<file path="src/mode_ctl_pkg.sv">
package mode_ctl_pkg;

    localparam int unsigned ADDR_W          = 4;
    localparam logic [3:0]  OFF_MODE        = 4'h0;
    localparam logic [3:0]  OFF_IRQ_STATUS  = 4'h4;
    localparam logic [3:0]  OFF_IRQ_MASK    = 4'h8;
    localparam logic [3:0]  OFF_STACK       = 4'hc;

    localparam int unsigned BIT_SEN  = 20;
    localparam int unsigned BIT_EUN  = 17;
    localparam int unsigned BIT_XYS  = 16;
    localparam int unsigned BIT_ATE  = 15;
    localparam int unsigned BIT_APD  = 14;
    localparam int unsigned BIT_ABE  = 13;
    localparam int unsigned BIT_BRT  = 12;
    localparam int unsigned BIT_TAS  = 11;

    localparam logic [23:0] MODE_WR_MASK = 24'h11f800;
    localparam logic [23:0] MODE_RESET   = 24'h000000;
    localparam logic [15:0] SP_RESET     = 16'h0000;
    localparam logic [2:0]  STACK_ERR_LEVEL = 3'h3;

    localparam int unsigned IRQ_W         = 3;
    localparam int unsigned IRQ_UNDERFLOW = 0;
    localparam int unsigned IRQ_TA        = 1;
    localparam int unsigned IRQ_GRANT     = 2;

    localparam int unsigned SYNC_STAGES = 2;

    typedef struct packed {
        logic [15:0] addr;
        logic        req;
        logic        rel_slow;
    } ext_access_s;

    typedef struct packed {
        logic [3:0] attr_in;
        logic       attr_prio_dis;
    } attr_req_s;

endpackage

</file>
<file path="src/input_sync.sv">
`timescale 1ns/10ps
module input_sync
    import mode_ctl_pkg::*;
(
    input  wire logic clk_i,
    input  wire logic rst_i,
    input  wire logic raw_i,
    input  wire logic sync_en_i,
    input  wire logic assert_only_i,
    output logic      out_o
);
    logic meta_q;
    logic sync_q;

    always_ff @(posedge clk_i) begin
        if (rst_i) begin
            meta_q <= 1'b0;
            sync_q <= 1'b0;
        end else begin
            meta_q <= raw_i;
            sync_q <= meta_q;
        end
    end

    // deassert bypasses the synchroniser when only assertion is synced
    always_comb begin
        if (!sync_en_i) begin
            out_o = raw_i;
        end else if (assert_only_i) begin
            out_o = sync_q & raw_i;
        end else begin
            out_o = sync_q;
        end
    end
endmodule

</file>
<file path="src/attr_prio.sv">
`timescale 1ns/10ps
module attr_prio
    import mode_ctl_pkg::*;
(
    input  mode_ctl_pkg::attr_req_s req_i,
    output logic [3:0]              attr_o
);
    function automatic logic [3:0] one_hot_top(input logic [3:0] v);
        logic [3:0] r;
        r = 4'h0;
        if (v[3]) begin
            r = 4'h8;
        end else if (v[2]) begin
            r = 4'h4;
        end else if (v[1]) begin
            r = 4'h2;
        end else if (v[0]) begin
            r = 4'h1;
        end
        return r;
    endfunction

    always_comb begin
        if (req_i.attr_prio_dis) begin
            attr_o = req_i.attr_in;
        end else begin
            attr_o = one_hot_top(req_i.attr_in);
        end
    end
endmodule

</file>
<file path="src/mode_reg_stack_bus_control.sv">
// What this block does
// - pull with stack pointer zero in extension mode sets underflow flag.
// - underflow flag stays set until reset or a mode register write.
// - underflow flag rising raises non-maskable level 3 stack error.
// - in extension mode the pointer underflow bit counts like any bit.
// - extension maps to X space when select clear, Y when set.
// - trace enable puts internal access addresses on external address lines.
// - priority on: only highest of four attribute outputs active.
// - priority disabled: several attribute outputs may be active together.
// - async arbitration synchronises grant and busy inputs before use.
// - fast release adds no cycle, busy need not release last.
// - slow release adds one cycle, busy released after other pins.
// - with sync on, acknowledge assertion is synchronised inside.
// - extension active only while enable bit set; reset clears it.
//
// Added by the designer: the placing of the registers and register access over Wishbone.
`timescale 1ns/10ps
module mode_reg_stack_bus_control
    import mode_ctl_pkg::*;
(
    input  wire logic                 clk_i,
    input  wire logic                 rst_i,
    input  wire logic                 cyc_i,
    input  wire logic                 stb_i,
    input  wire logic                 we_i,
    input  wire logic [ADDR_W-1:0]    adr_i,
    input  wire logic [3:0]           sel_i,
    input  wire logic [31:0]          dat_i,
    output logic      [31:0]          dat_o,
    output logic                      ack_o,
    output logic                      err_o,
    input  wire logic                 push_i,
    input  wire logic                 pull_i,
    input  mode_ctl_pkg::ext_access_s int_access_i,
    input  wire logic [3:0]           attr_match_i,
    input  wire logic                 bus_grant_n_i,
    input  wire logic                 bus_busy_n_i,
    input  wire logic                 transfer_ack_n_i,
    output logic      [15:0]          ext_addr_o,
    output logic                      ext_addr_oe_n_o,
    output logic      [3:0]           address_attribute_outputs_o,
    output logic                      stack_space_y_o,
    output logic      [15:0]          stack_addr_o,
    output logic                      stack_error_o,
    output logic      [2:0]           stack_error_level_o,
    output logic                      access_done_o,
    output logic                      bus_busy_n_o,
    output logic                      bus_busy_oe_n_o,
    output logic                      irq_o
);
    import mode_ctl_pkg::*;

    typedef enum logic [1:0] {
        ST_IDLE  = 2'b00,
        ST_WAIT  = 2'b01,
        ST_EXTRA = 2'b10,
        ST_DONE  = 2'b11
    } acc_state_e;

    function automatic logic [23:0] merge_bytes(input logic [23:0] old_v, input logic [31:0] new_v,
                                                input logic [3:0] sel);
        logic [23:0] r;
        r = old_v;
        for (int i = 0; i < 3; i++) begin
            if (sel[i]) begin
                r[i*8 +: 8] = new_v[i*8 +: 8];
            end
        end
        return r;
    endfunction

    logic [23:0]      mode_q;
    logic [15:0]      sp_q;
    logic [IRQ_W-1:0] irq_status_q;
    logic [IRQ_W-1:0] irq_mask_q;
    logic             ack_q;
    logic             err_q;
    logic [31:0]      dat_q;
    logic             eun_prev_q;
    logic             stack_error_q;
    acc_state_e       acc_q;
    acc_state_e       acc_d;
    logic [15:0]      ext_addr_q;
    logic             ext_oe_n_q;
    logic             busy_n_q;
    logic             busy_oe_n_q;
    logic             done_q;
    logic [3:0]       attr_q;
    logic [3:0]       attr_d;
    logic [15:0]      stack_addr_q;
    logic             space_y_q;
    logic             grant_prev_q;
    logic             irq_q;

    logic             bus_req;
    logic             mode_wr;
    logic             ext_active;
    logic             underflow_evt;
    logic             grant_n_eff;
    logic             busy_n_eff;
    logic             ta_n_eff;
    logic             ta_asserted;
    logic             grant_rise;
    logic [IRQ_W-1:0] irq_evt;
    attr_req_s        attr_req;

    assign bus_req    = cyc_i & stb_i & ~ack_q & ~err_q;
    assign mode_wr    = bus_req & we_i & (adr_i == OFF_MODE);
    assign ext_active = mode_q[BIT_SEN];
    assign underflow_evt = pull_i & ext_active & (sp_q == 16'h0000);

    // grant and busy synchronised only in async arbitration mode
    input_sync u_grant_sync (
        .clk_i         (clk_i),
        .rst_i         (rst_i),
        .raw_i         (~bus_grant_n_i),
        .sync_en_i     (mode_q[BIT_ABE]),
        .assert_only_i (1'b0),
        .out_o         (grant_n_eff)
    );

    input_sync u_busy_sync (
        .clk_i         (clk_i),
        .rst_i         (rst_i),
        .raw_i         (~bus_busy_n_i),
        .sync_en_i     (mode_q[BIT_ABE]),
        .assert_only_i (1'b0),
        .out_o         (busy_n_eff)
    );

    // acknowledge: assertion synced, deassertion taken as is
    input_sync u_ta_sync (
        .clk_i         (clk_i),
        .rst_i         (rst_i),
        .raw_i         (~transfer_ack_n_i),
        .sync_en_i     (mode_q[BIT_TAS]),
        .assert_only_i (1'b1),
        .out_o         (ta_n_eff)
    );

    assign ta_asserted = ta_n_eff;
    assign grant_rise  = grant_n_eff & ~grant_prev_q;

    assign attr_req.attr_in       = attr_match_i;
    assign attr_req.attr_prio_dis = mode_q[BIT_APD];

    attr_prio u_attr (
        .req_i  (attr_req),
        .attr_o (attr_d)
    );

    // mode register: software fields plus sticky underflow flag
    always_ff @(posedge clk_i) begin
        if (rst_i) begin
            mode_q <= MODE_RESET;
        end else begin
            if (mode_wr) begin
                mode_q <= merge_bytes(mode_q, dat_i, sel_i) & MODE_WR_MASK;
            end
            if (underflow_evt) begin
                mode_q[BIT_EUN] <= 1'b1;
            end
        end
    end

    // stack pointer, full 16-bit counter while extension is active
    always_ff @(posedge clk_i) begin
        if (rst_i) begin
            sp_q <= SP_RESET;
        end else if (bus_req & we_i & (adr_i == OFF_STACK)) begin
            sp_q <= dat_i[15:0];
        end else if (push_i) begin
            sp_q <= sp_q + 16'h0001;
        end else if (pull_i) begin
            if (ext_active) begin
                sp_q <= sp_q - 16'h0001;
            end else if (sp_q != 16'h0000) begin
                sp_q <= sp_q - 16'h0001;
            end
        end
    end

    // stack extension address and memory space
    always_ff @(posedge clk_i) begin
        if (rst_i) begin
            stack_addr_q <= 16'h0000;
            space_y_q    <= 1'b0;
        end else begin
            stack_addr_q <= sp_q;
            space_y_q    <= mode_q[BIT_XYS];
        end
    end

    // stack error exception on 0 to 1 transition of the flag
    always_ff @(posedge clk_i) begin
        if (rst_i) begin
            eun_prev_q    <= 1'b0;
            stack_error_q <= 1'b0;
        end else begin
            eun_prev_q    <= mode_q[BIT_EUN];
            stack_error_q <= mode_q[BIT_EUN] & ~eun_prev_q;
        end
    end

    // external access sequencer
    always_comb begin
        acc_d = acc_q;
        case (acc_q)
            ST_IDLE: begin
                if (int_access_i.req) begin
                    acc_d = ST_WAIT;
                end
            end
            ST_WAIT: begin
                if (ta_asserted) begin
                    acc_d = mode_q[BIT_BRT] ? ST_EXTRA : ST_DONE;
                end
            end
            ST_EXTRA: begin
                acc_d = ST_DONE;
            end
            default: begin
                acc_d = ST_IDLE;
            end
        endcase
    end

    always_ff @(posedge clk_i) begin
        if (rst_i) begin
            acc_q <= ST_IDLE;
        end else begin
            acc_q <= acc_d;
        end
    end

    // external pins; busy released last only in slow mode
    always_ff @(posedge clk_i) begin
        if (rst_i) begin
            ext_addr_q  <= 16'h0000;
            ext_oe_n_q  <= 1'b1;
            busy_n_q    <= 1'b1;
            busy_oe_n_q <= 1'b1;
            done_q      <= 1'b0;
            attr_q      <= 4'h0;
        end else begin
            done_q <= (acc_q == ST_DONE);
            if (acc_q == ST_IDLE && int_access_i.req) begin
                ext_addr_q  <= int_access_i.addr;
                ext_oe_n_q  <= 1'b0;
                busy_n_q    <= 1'b0;
                busy_oe_n_q <= 1'b0;
                attr_q      <= attr_d;
            end else if (acc_q == ST_IDLE && mode_q[BIT_ATE]) begin
                ext_addr_q  <= int_access_i.addr;
                ext_oe_n_q  <= 1'b0;
            end else if (acc_d == ST_DONE && acc_q == ST_WAIT) begin
                ext_oe_n_q  <= 1'b1;
                attr_q      <= 4'h0;
                busy_n_q    <= 1'b1;
                busy_oe_n_q <= 1'b1;
            end else if (acc_q == ST_WAIT && acc_d == ST_EXTRA) begin
                ext_oe_n_q  <= 1'b1;
                attr_q      <= 4'h0;
            end else if (acc_q == ST_EXTRA) begin
                busy_n_q    <= 1'b1;
                busy_oe_n_q <= 1'b1;
            end else if (acc_q == ST_IDLE) begin
                ext_oe_n_q  <= 1'b1;
            end
        end
    end

    // interrupt status: set wins over write-one-to-clear
    assign irq_evt = {grant_rise, ta_asserted & (acc_q == ST_WAIT), underflow_evt};

    always_ff @(posedge clk_i) begin
        if (rst_i) begin
            irq_status_q <= '0;
            irq_mask_q   <= '0;
            grant_prev_q <= 1'b0;
            irq_q        <= 1'b0;
        end else begin
            grant_prev_q <= grant_n_eff;
            if (bus_req & we_i & (adr_i == OFF_IRQ_STATUS) & sel_i[0]) begin
                irq_status_q <= (irq_status_q & ~dat_i[IRQ_W-1:0]) | irq_evt;
            end else begin
                irq_status_q <= irq_status_q | irq_evt;
            end
            if (bus_req & we_i & (adr_i == OFF_IRQ_MASK) & sel_i[0]) begin
                irq_mask_q <= dat_i[IRQ_W-1:0];
            end
            irq_q <= |(irq_status_q & irq_mask_q);
        end
    end

    // wishbone slave: one wait-free cycle answer, err on unmapped
    always_ff @(posedge clk_i) begin
        if (rst_i) begin
            ack_q <= 1'b0;
            err_q <= 1'b0;
            dat_q <= 32'h0000_0000;
        end else begin
            ack_q <= 1'b0;
            err_q <= 1'b0;
            if (bus_req) begin
                if (adr_i == OFF_MODE) begin
                    ack_q <= 1'b1;
                    dat_q <= {8'h00, mode_q};
                end else if (adr_i == OFF_IRQ_STATUS) begin
                    ack_q <= 1'b1;
                    dat_q <= {29'h0, irq_status_q};
                end else if (adr_i == OFF_IRQ_MASK) begin
                    ack_q <= 1'b1;
                    dat_q <= {29'h0, irq_mask_q};
                end else if (adr_i == OFF_STACK) begin
                    ack_q <= 1'b1;
                    dat_q <= {13'h0, busy_n_eff, grant_n_eff, ext_active, sp_q};
                end else begin
                    err_q <= 1'b1;
                    dat_q <= 32'h0000_0000;
                end
            end
        end
    end

    assign dat_o                       = dat_q;
    assign ack_o                       = ack_q;
    assign err_o                       = err_q;
    assign ext_addr_o                  = ext_addr_q;
    assign ext_addr_oe_n_o             = ext_oe_n_q;
    assign address_attribute_outputs_o = attr_q;
    assign stack_space_y_o             = space_y_q;
    assign stack_addr_o                = stack_addr_q;
    assign stack_error_o               = stack_error_q;
    assign stack_error_level_o         = STACK_ERR_LEVEL;
    assign access_done_o               = done_q;
    assign bus_busy_n_o                = busy_n_q;
    assign bus_busy_oe_n_o             = busy_oe_n_q;
    assign irq_o                       = irq_q;

    chk_underflow_sets: assert property (@(posedge clk_i) disable iff (rst_i)
        underflow_evt |=> mode_q[BIT_EUN]) else $error("underflow flag not set");
    chk_flag_sticky: assert property (@(posedge clk_i) disable iff (rst_i)
        (mode_q[BIT_EUN] && !mode_wr) |=> mode_q[BIT_EUN]) else $error("flag lost");
    chk_stack_error: assert property (@(posedge clk_i) disable iff (rst_i)
        ($rose(mode_q[BIT_EUN])) |=> stack_error_o) else $error("no stack error");
    chk_space_select: assert property (@(posedge clk_i) disable iff (rst_i)
        1'b1 |=> stack_space_y_o == $past(mode_q[BIT_XYS])) else $error("space wrong");
    chk_attr_onehot: assert property (@(posedge clk_i) disable iff (rst_i)
        !mode_q[BIT_APD] |-> $onehot0(attr_d)) else $error("attr not one-hot");
    chk_attr_pass: assert property (@(posedge clk_i) disable iff (rst_i)
        mode_q[BIT_APD] |-> attr_d == attr_match_i) else $error("attr altered");
    chk_slow_extra: assert property (@(posedge clk_i) disable iff (rst_i)
        (acc_q == ST_WAIT && ta_asserted && mode_q[BIT_BRT]) |=> acc_q == ST_EXTRA ##1 acc_q == ST_DONE)
        else $error("slow release missing cycle");
    chk_fast_release: assert property (@(posedge clk_i) disable iff (rst_i)
        (acc_q == ST_WAIT && ta_asserted && !mode_q[BIT_BRT]) |=> acc_q == ST_DONE && bus_busy_oe_n_o)
        else $error("fast release wrong");
    chk_wrap_counter: assert property (@(posedge clk_i) disable iff (rst_i)
        (pull_i && !push_i && ext_active && sp_q == 16'h0000 && !(bus_req && we_i && adr_i == OFF_STACK))
        |=> sp_q == 16'hffff) else $error("pointer did not wrap");
endmodule

</file>
<file path="config.mk">
export PLATFORM = sky130hd
export DESIGN_NAME = mode_reg_stack_bus_control
export DESIGN_NICKNAME = d
export VERILOG_FILES = /design/src/mode_ctl_pkg.sv /design/src/input_sync.sv /design/src/attr_prio.sv /design/src/mode_reg_stack_bus_control.sv
export SDC_FILE = /design/constraint.sdc
export NUM_CORES = 1
export LEC_CHECK = 0
export ABC_AREA = 1
export BUFFER_PORTS_ARGS = -buffer_cell sky130_fd_sc_hd__buf_2
export CAP_MARGIN = 15
export CORE_MARGIN = 2
export CORE_UTILIZATION = 46
export DETAILED_ROUTE_END_ITERATION = 12
export PLACE_DENSITY = 0.69
export SLEW_MARGIN = 20
export SYNTH_ARGS = -nofsm -noshare
export SYNTH_HDL_FRONTEND = slang
export SYNTH_SLANG_ARGS = --single-unit
</file>
<file path="constraint.sdc">
create_clock -name clk_i -period 2.35 [get_ports clk_i]
set_input_delay 0.235 -clock clk_i [delete_from_list [all_inputs] [get_ports clk_i]]
set_output_delay 0.235 -clock clk_i [all_outputs]
set_load 0.005 [all_outputs]
</file>
==> results of run 1 <==
==> cells by family (layout without fill, tap and decap cells) <==
kind of cell               after synthesis  count (layout)  synth area share (%)
AOI/OAI and AO/OA                      132             132                  13.9
buffers and inverters                  153             263                  13.3
other                                    2              15                 0.151
and+or+nand+nor                        307             307                  26.4
adders and majority gates               15              15                  3.92
xor gates and xnor gates                 3               3                 0.528
DFF                                    104             104                  41.8
==> worst max-delay path, stage by stage, from the launching register on <==
cell     delay, ns
dfxtp_1       0.34
nor2_1        0.11
nand3_1       0.11
nor2_1        0.19
nand2_1       0.11
a21oi_1       0.63
buf_4         0.29
nor2_1        0.06
a21oi_1       0.10
==> stage by stage <==
stage | power, uW | util, % | setup WS (ns)
6_report | 4350 | 56.0 | 0.336
5_1_grt | 4650 | 56.0 | 0.225
4_1_cts | 4360 | 55.8 | 0.357
3_5_place_dp | 3300 | 54.1 | 0.358
3_3_place_gp | 3270 | 54.1 | 0.380
2_1_floorplan | 2950 | - | 0.582
==> Yosys cell counts, types with 2 or more instances <==
cell	count	area share (%)
nand3b_1	4	0.60
buf_6	3	0.68
a21oi_1	55	5.5
inv_1	116	8.8
o21ai_0	62	6.2
nor2_1	79	6.0
a31oi_1	2	0.25
nand2_4	3	0.68
clkbuf_1	15	1.1
ha_1	14	3.5
nand3_1	44	4.4
or2_2	3	0.38
nor2_2	4	0.50
conb_1	2	0.15
o22ai_1	4	0.50
nor3_1	4	0.40
buf_4	17	2.6
nand2_1	160	12
xor2_1	3	0.53
inv_2	2	0.15
dfxtp_1	104	42
o31ai_1	3	0.45
==> flip-flops by register name (all words and copies together), names as in the netlist, 2 cells and up <==
| register | count |
|---|---|
| mode_q | 8 |
| irq_status_q | 3 |
| dat_o | 20 |
| address_attribute_outputs_o | 4 |
| irq_mask_q | 3 |
| ext_addr_o | 16 |
| acc_q | 2 |
| sp_q | 16 |
| stack_addr_o | 16 |
==> worst paths after layout <==
| check | startpoint | end | slack, ns | depth (start not counted) |
|---|---|---|---|---|
| max reg2reg | sp_q[4]$_SDFFE_PP0P_ | sp_q[4]$_SDFFE_PP0P_ | 0.34 | 8 |
| max | sp_q[4]$_SDFFE_PP0P_ | sp_q[4]$_SDFFE_PP0P_ | 0.34 | 8 |
| min reg2reg | eun_prev_q$_SDFF_PP0_ | stack_error_o$_SDFF_PP0_ | 0.40 | 1 |
| min | bus_busy_n_i | u_busy_sync.meta_q$_SDFF_PP0_ | 0.02 | 2 |
==> routing by layer <==
metal  share of wire, %  GRT usage (%)  wire length (um)
met1                 45           28.3              5890
met5                  0              0                 0
met4                1.3           7.23               174
met3                5.7           4.64               740
met2                 48           38.2              6180
==> layout make-up <==
type,count,area [um^2]
timing repair buffer,129,673
fill,1037,4580
clock inverter,6,52.6
inverter,118,443
tap,136,170
clock buffer,10,128
sequential,104,2080
multi-input combinational,472,2290
==> power groups by stage <==
| stage | clock network (uW) | registers (uW) | logic (uW) |
|---|---|---|---|
| after floorplan | 0 | 2060 | 897 |
| after global placement | 0 | 2060 | 1220 |
| after detailed placement | 0 | 2060 | 1240 |
| after CTS | 1090 | 2020 | 1250 |
| after global routing | 1170 | 2040 | 1440 |
| final | 1070 | 2020 | 1250 |
==> results.toml, run 1 <==
[status]
status = "completed"

[floorplan]
pin_count = 152
row_count = 37
die_area_mm2 = 0.0117
fp.dieH_um = 108
core_area_mm2 = 0.0104
initial_core_util_pct = 47.8
die_x_um = 108

[timing]
final.setup.tns_ns = 0
slew_headroom_pct = 33.0
finalSetupViolCount = 0
fin_hold_ws_ns = 0.0159
fmax_mhz = 497
min_period_over_period_pct = 85.7
clock_skew_ns = 0.0132
rsz0062_at_grt = "no"
hold_viol_final = 0
min_period_ns = 2.01
slew_violations = 0
tightest_slew_ns = 1.01

[critical_path]
endpoint_kind = "register"
worst_ep_required_time_ns = 2.67
cp_max_fo = 8
cp.arrival_ns = 2.33
start_kind = "register"
path_class = "register to register"

[power]
p_int_uw = 2800
p_switching_uw = 1540
p_per_area_mw_per_mm2 = 745
seqPwrFrac_pct = 46.6
p_leak_uw = 0.00301
p_clk_share_pct = 24.7
vdd_drop_max_mv = 0.342
combPwrFrac_pct = 28.7
swShare_pct = 35.5

[clocking]
postCtsSetupRepairBufs = 0
post_cts_resized = 0
clockRootBuffer = "clkbuf_8"
cts_tree = "built"
numCtsBuffers = 9
cts_sinks = 104
clkSlewWorstSetupHoldPaths_ns = 0.10
insertion_delay_ns = 0.39
htreeDepth = 3
postCtsHoldBufs = 0
clockBufferDepth = 2

[global_routing]
grt_util_all_layers_pct = 22.4
grt_overflow = 0
antenna_found_initial = 0
grt_max_degree = 40
grt_pass1_wl_um = 20500
grt_pass1_vias = 4450

[hold_path]
hold_path.class = "input port to register"

[place]
io_buffer_count = 120
place_inst = 957
hpwl_um = 9760
routabilityCongestion = 0.872
place_area_mm2 = 0.00563

[logic_synthesis]
synthDistinctLibCells = 35
synthCells = 716
synth_enable_flop_cells = 0
ys_seq_elements = 104
synth-async-reset-ratio_pct = 0
ys_seq_area_share_pct = 41.8
yosysWarnings = 0
synth-main-ff-cell = "dfxtp_1"
syn_area_mm2 = 0.00498
avgSynthCellArea_um2 = 6.95

[detailed_routing]
first_pass_iters = 4
drc = 0
num_vias = 4757
vias_per_cell = 4.88
totalWireLength_um = 13000
drtAntennaViolNets = 0
wl_per_cell_um = 13.3
drtIter0Drc = 199

[run]
drv_cap = 0

[final_layout]
final_cell_mix = "nand2_1 (160), buf_2 (120), inv_1 (116)"
layout.cells.non_filler = 975
final_area_mm2 = 0.00583
syn_to_final_growth_pct = 17.2
nets = 921
drive_gt1_share_pct = 19.1
final_common_cell = "nand2_1"
antenna_cells = 0
(Power assumes the default switching activity.)
==> run 2: changes to the inputs <==
==> constraint.sdc (replaced) <==
create_clock -name clk_i -period 2.35 [get_ports clk_i]
set_input_delay 0.705 -clock clk_i [delete_from_list [all_inputs] [get_ports clk_i]]
set_output_delay 0.705 -clock clk_i [all_outputs]
set_load 0.005 [all_outputs]
==> run 2 against run 1 <==
  * Clock skew is 0.00095 ns higher
  * Via count increased by 1.5%
  * Critical path type is now input port to register
  * Maximum frequency shrank 5.7%
  * Clock power increased by 21%
  * Critical endpoint is now sp_q[12]$_SDFFE_PP0P_
  * Routed wire length up 0.56%
  * Die area is the same
  * Non-clock buffer count up 17
==> results.toml, run 2 (synthesized netlist as in run 1, its figures left out) <==
[status]
status = "completed"

[final_layout]
syn_to_final_growth_pct = 21.4
final_cell_mix = "nand2_1 (160), buf_2 (120), inv_1 (116)"
layout.cells.non_filler = 993
drive_gt1_share_pct = 21.0
final_util_pct = 58.0
multi_input_area_mm2 = 0.00229
seq_area_mm2 = 0.00208
nets = 938
largest_reg_flops = 20
final_common_cell = "nand2_1"
final_area_mm2 = 0.00604
fillers = 1034

[critical_path]
cp_top_family = "simple AND/OR/NAND/NOR gates"
cp.arrival_ns = 2.43
reg2reg_depth = 8
worst_ep_required_time_ns = 2.65
cp_common_cell = "nand2_1"
endpoint_kind = "register"
cp.depth = 14
path_cells = "buf_2 -> inv_1 -> buf_12 -> ha_1 -> nand2_1 -> inv_1 -> a21oi_1 -> nand2_1 -> nand2_1 -> nand2_1 -> nand2_1 -> nand3_1 -> nand2_1 -> nand2_1"
cpPeakStageDelay_ns = 0.28
path_class = "input port to register"
slowest_stage = "ha_1"
crit_buf_inv = 4
cp_max_fo = 10
start_kind = "input port"

[floorplan]
die_x_um = 108
die_area_mm2 = 0.0117
pin_count = 152
fp.dieH_um = 108
initial_core_util_pct = 47.8
core_area_mm2 = 0.0104
row_count = 37

[timing]
rsz0062_at_grt = "no"
slew_violations = 0
tightest_slew_ns = 1.02
fmax_mhz = 468
setup_ws_ns = 0.215
min_period_ns = 2.13
finalSetupViolCount = 0
slew_headroom_pct = 32.1
hold_viol_final = 0
clock_skew_ns = 0.0142
min_period_over_period_pct = 90.8

[run]
drv_cap = 0

[power]
p_int_uw = 3090
p_switching_uw = 1570
seqPwrFrac_pct = 43.6
combPwrFrac_pct = 28.5
vdd_drop_max_mv = 0.361
p_clk_share_pct = 27.9
swShare_pct = 33.7
p_per_area_mw_per_mm2 = 770
p_leak_uw = 0.00312

[place]
dp_slack_ns = -0.162
routabilityCongestion = 0.872
place_area_mm2 = 0.00580
io_buffer_count = 120
hpwl_um = 9830
place_inst = 976

[detailed_routing]
wl_per_cell_um = 13.1
first_pass_iters = 5
drc = 0
num_vias = 4830
totalWireLength_um = 13100
vias_per_cell = 4.86
drtIter0Drc = 260
drtAntennaViolNets = 0

[hold_path]
hold_depth = 1
hold_path.class = "register to register"

[global_routing]
grt_util_all_layers_pct = 22.6
grt_pass1_wl_um = 20700
grt_overflow = 0
grt_pass1_vias = 4524
antenna_found_initial = 1
grt_max_degree = 55

[clocking]
clockBufferDepth = 2
post_cts_resized = 0
postCtsHoldBufs = 0
postCtsSetupRepairBufs = 0
clockRootBuffer = "clkbuf_8"
numCtsBuffers = 9
insertion_delay_ns = 0.39
cts_sinks = 104
htreeDepth = 3
clkSlewWorstSetupHoldPaths_ns = 0.11
cts_tree = "built"
-- run 2: cell types whose count changed in the layout (fill, tap and decap cells not counted), sizes merged --
cell | previous run | this run
bufinv | 0 | 2
inv | 120 | 121
buf | 127 | 146
clkbuf | 10 | 9
clkinv | 4 | 1
dlygate4sd3 | 2 | 0
clkinvlp | 0 | 1
diode | 0 | 1
-- run 2: layout make-up --
| type | instances | share of cell area (%) |
|---|---|---|
| clock inverters | 7 | 1.86 |
| multi-input cells | 472 | 37.8 |
| repair buffers | 146 | 13.6 |
| well taps | 136 | 2.82 |
| clock buffers | 9 | 2.05 |
| diodes | 1 | 0.0414 |
| flip-flops and latches | 104 | 34.5 |
| inverters | 118 | 7.33 |
-- run 2: metal layers --
metal / vias up / global-route usage (%) / routed length, um
met5: - / 0 / 0
met4: 0 / 6.78 / 187
met3: 17 / 5.12 / 899
met2: 147 / 38.9 / 6190
met1: 2172 / 28.4 / 5780
li1: 2494 / - / -
-- run 2: final timing paths --
kind                               to  slack (ns)                   from
max             sp_q[12]$_SDFFE_PP0P_        0.22                 push_i
max reg2reg     sp_q[14]$_SDFFE_PP0P_        0.27   sp_q[2]$_SDFFE_PP0P_
min          stack_error_o$_SDFF_PP0_        0.40  eun_prev_q$_SDFF_PP0_
min reg2reg  stack_error_o$_SDFF_PP0_        0.40  eun_prev_q$_SDFF_PP0_
-- run 2: power by group through the flow --
| stage | Clock [uW] | Combinational, uW | Sequential (uW) |
|---|---|---|---|
| after floorplan | 0 | 897 | 2060 |
| after global placement | 0 | 1290 | 2060 |
| after detailed placement | 0 | 1310 | 2070 |
| after CTS | 1330 | 1320 | 2030 |
| after global routing | 1390 | 1510 | 2050 |
| final | 1300 | 1320 | 2030 |
-- run 2: per-stage QoR --
step | TNS [ns] | hold WS, ns | total power [uW]
2_1_floorplan | 0 | 0.367 | 2950
3_3_place_gp | -0.367 | 0.371 | 3350
3_5_place_dp | -0.787 | 0.389 | 3380
4_1_cts | 0 | 0.404 | 4680
5_1_grt | 0 | 0.427 | 4950
6_report | 0 | 0.404 | 4650
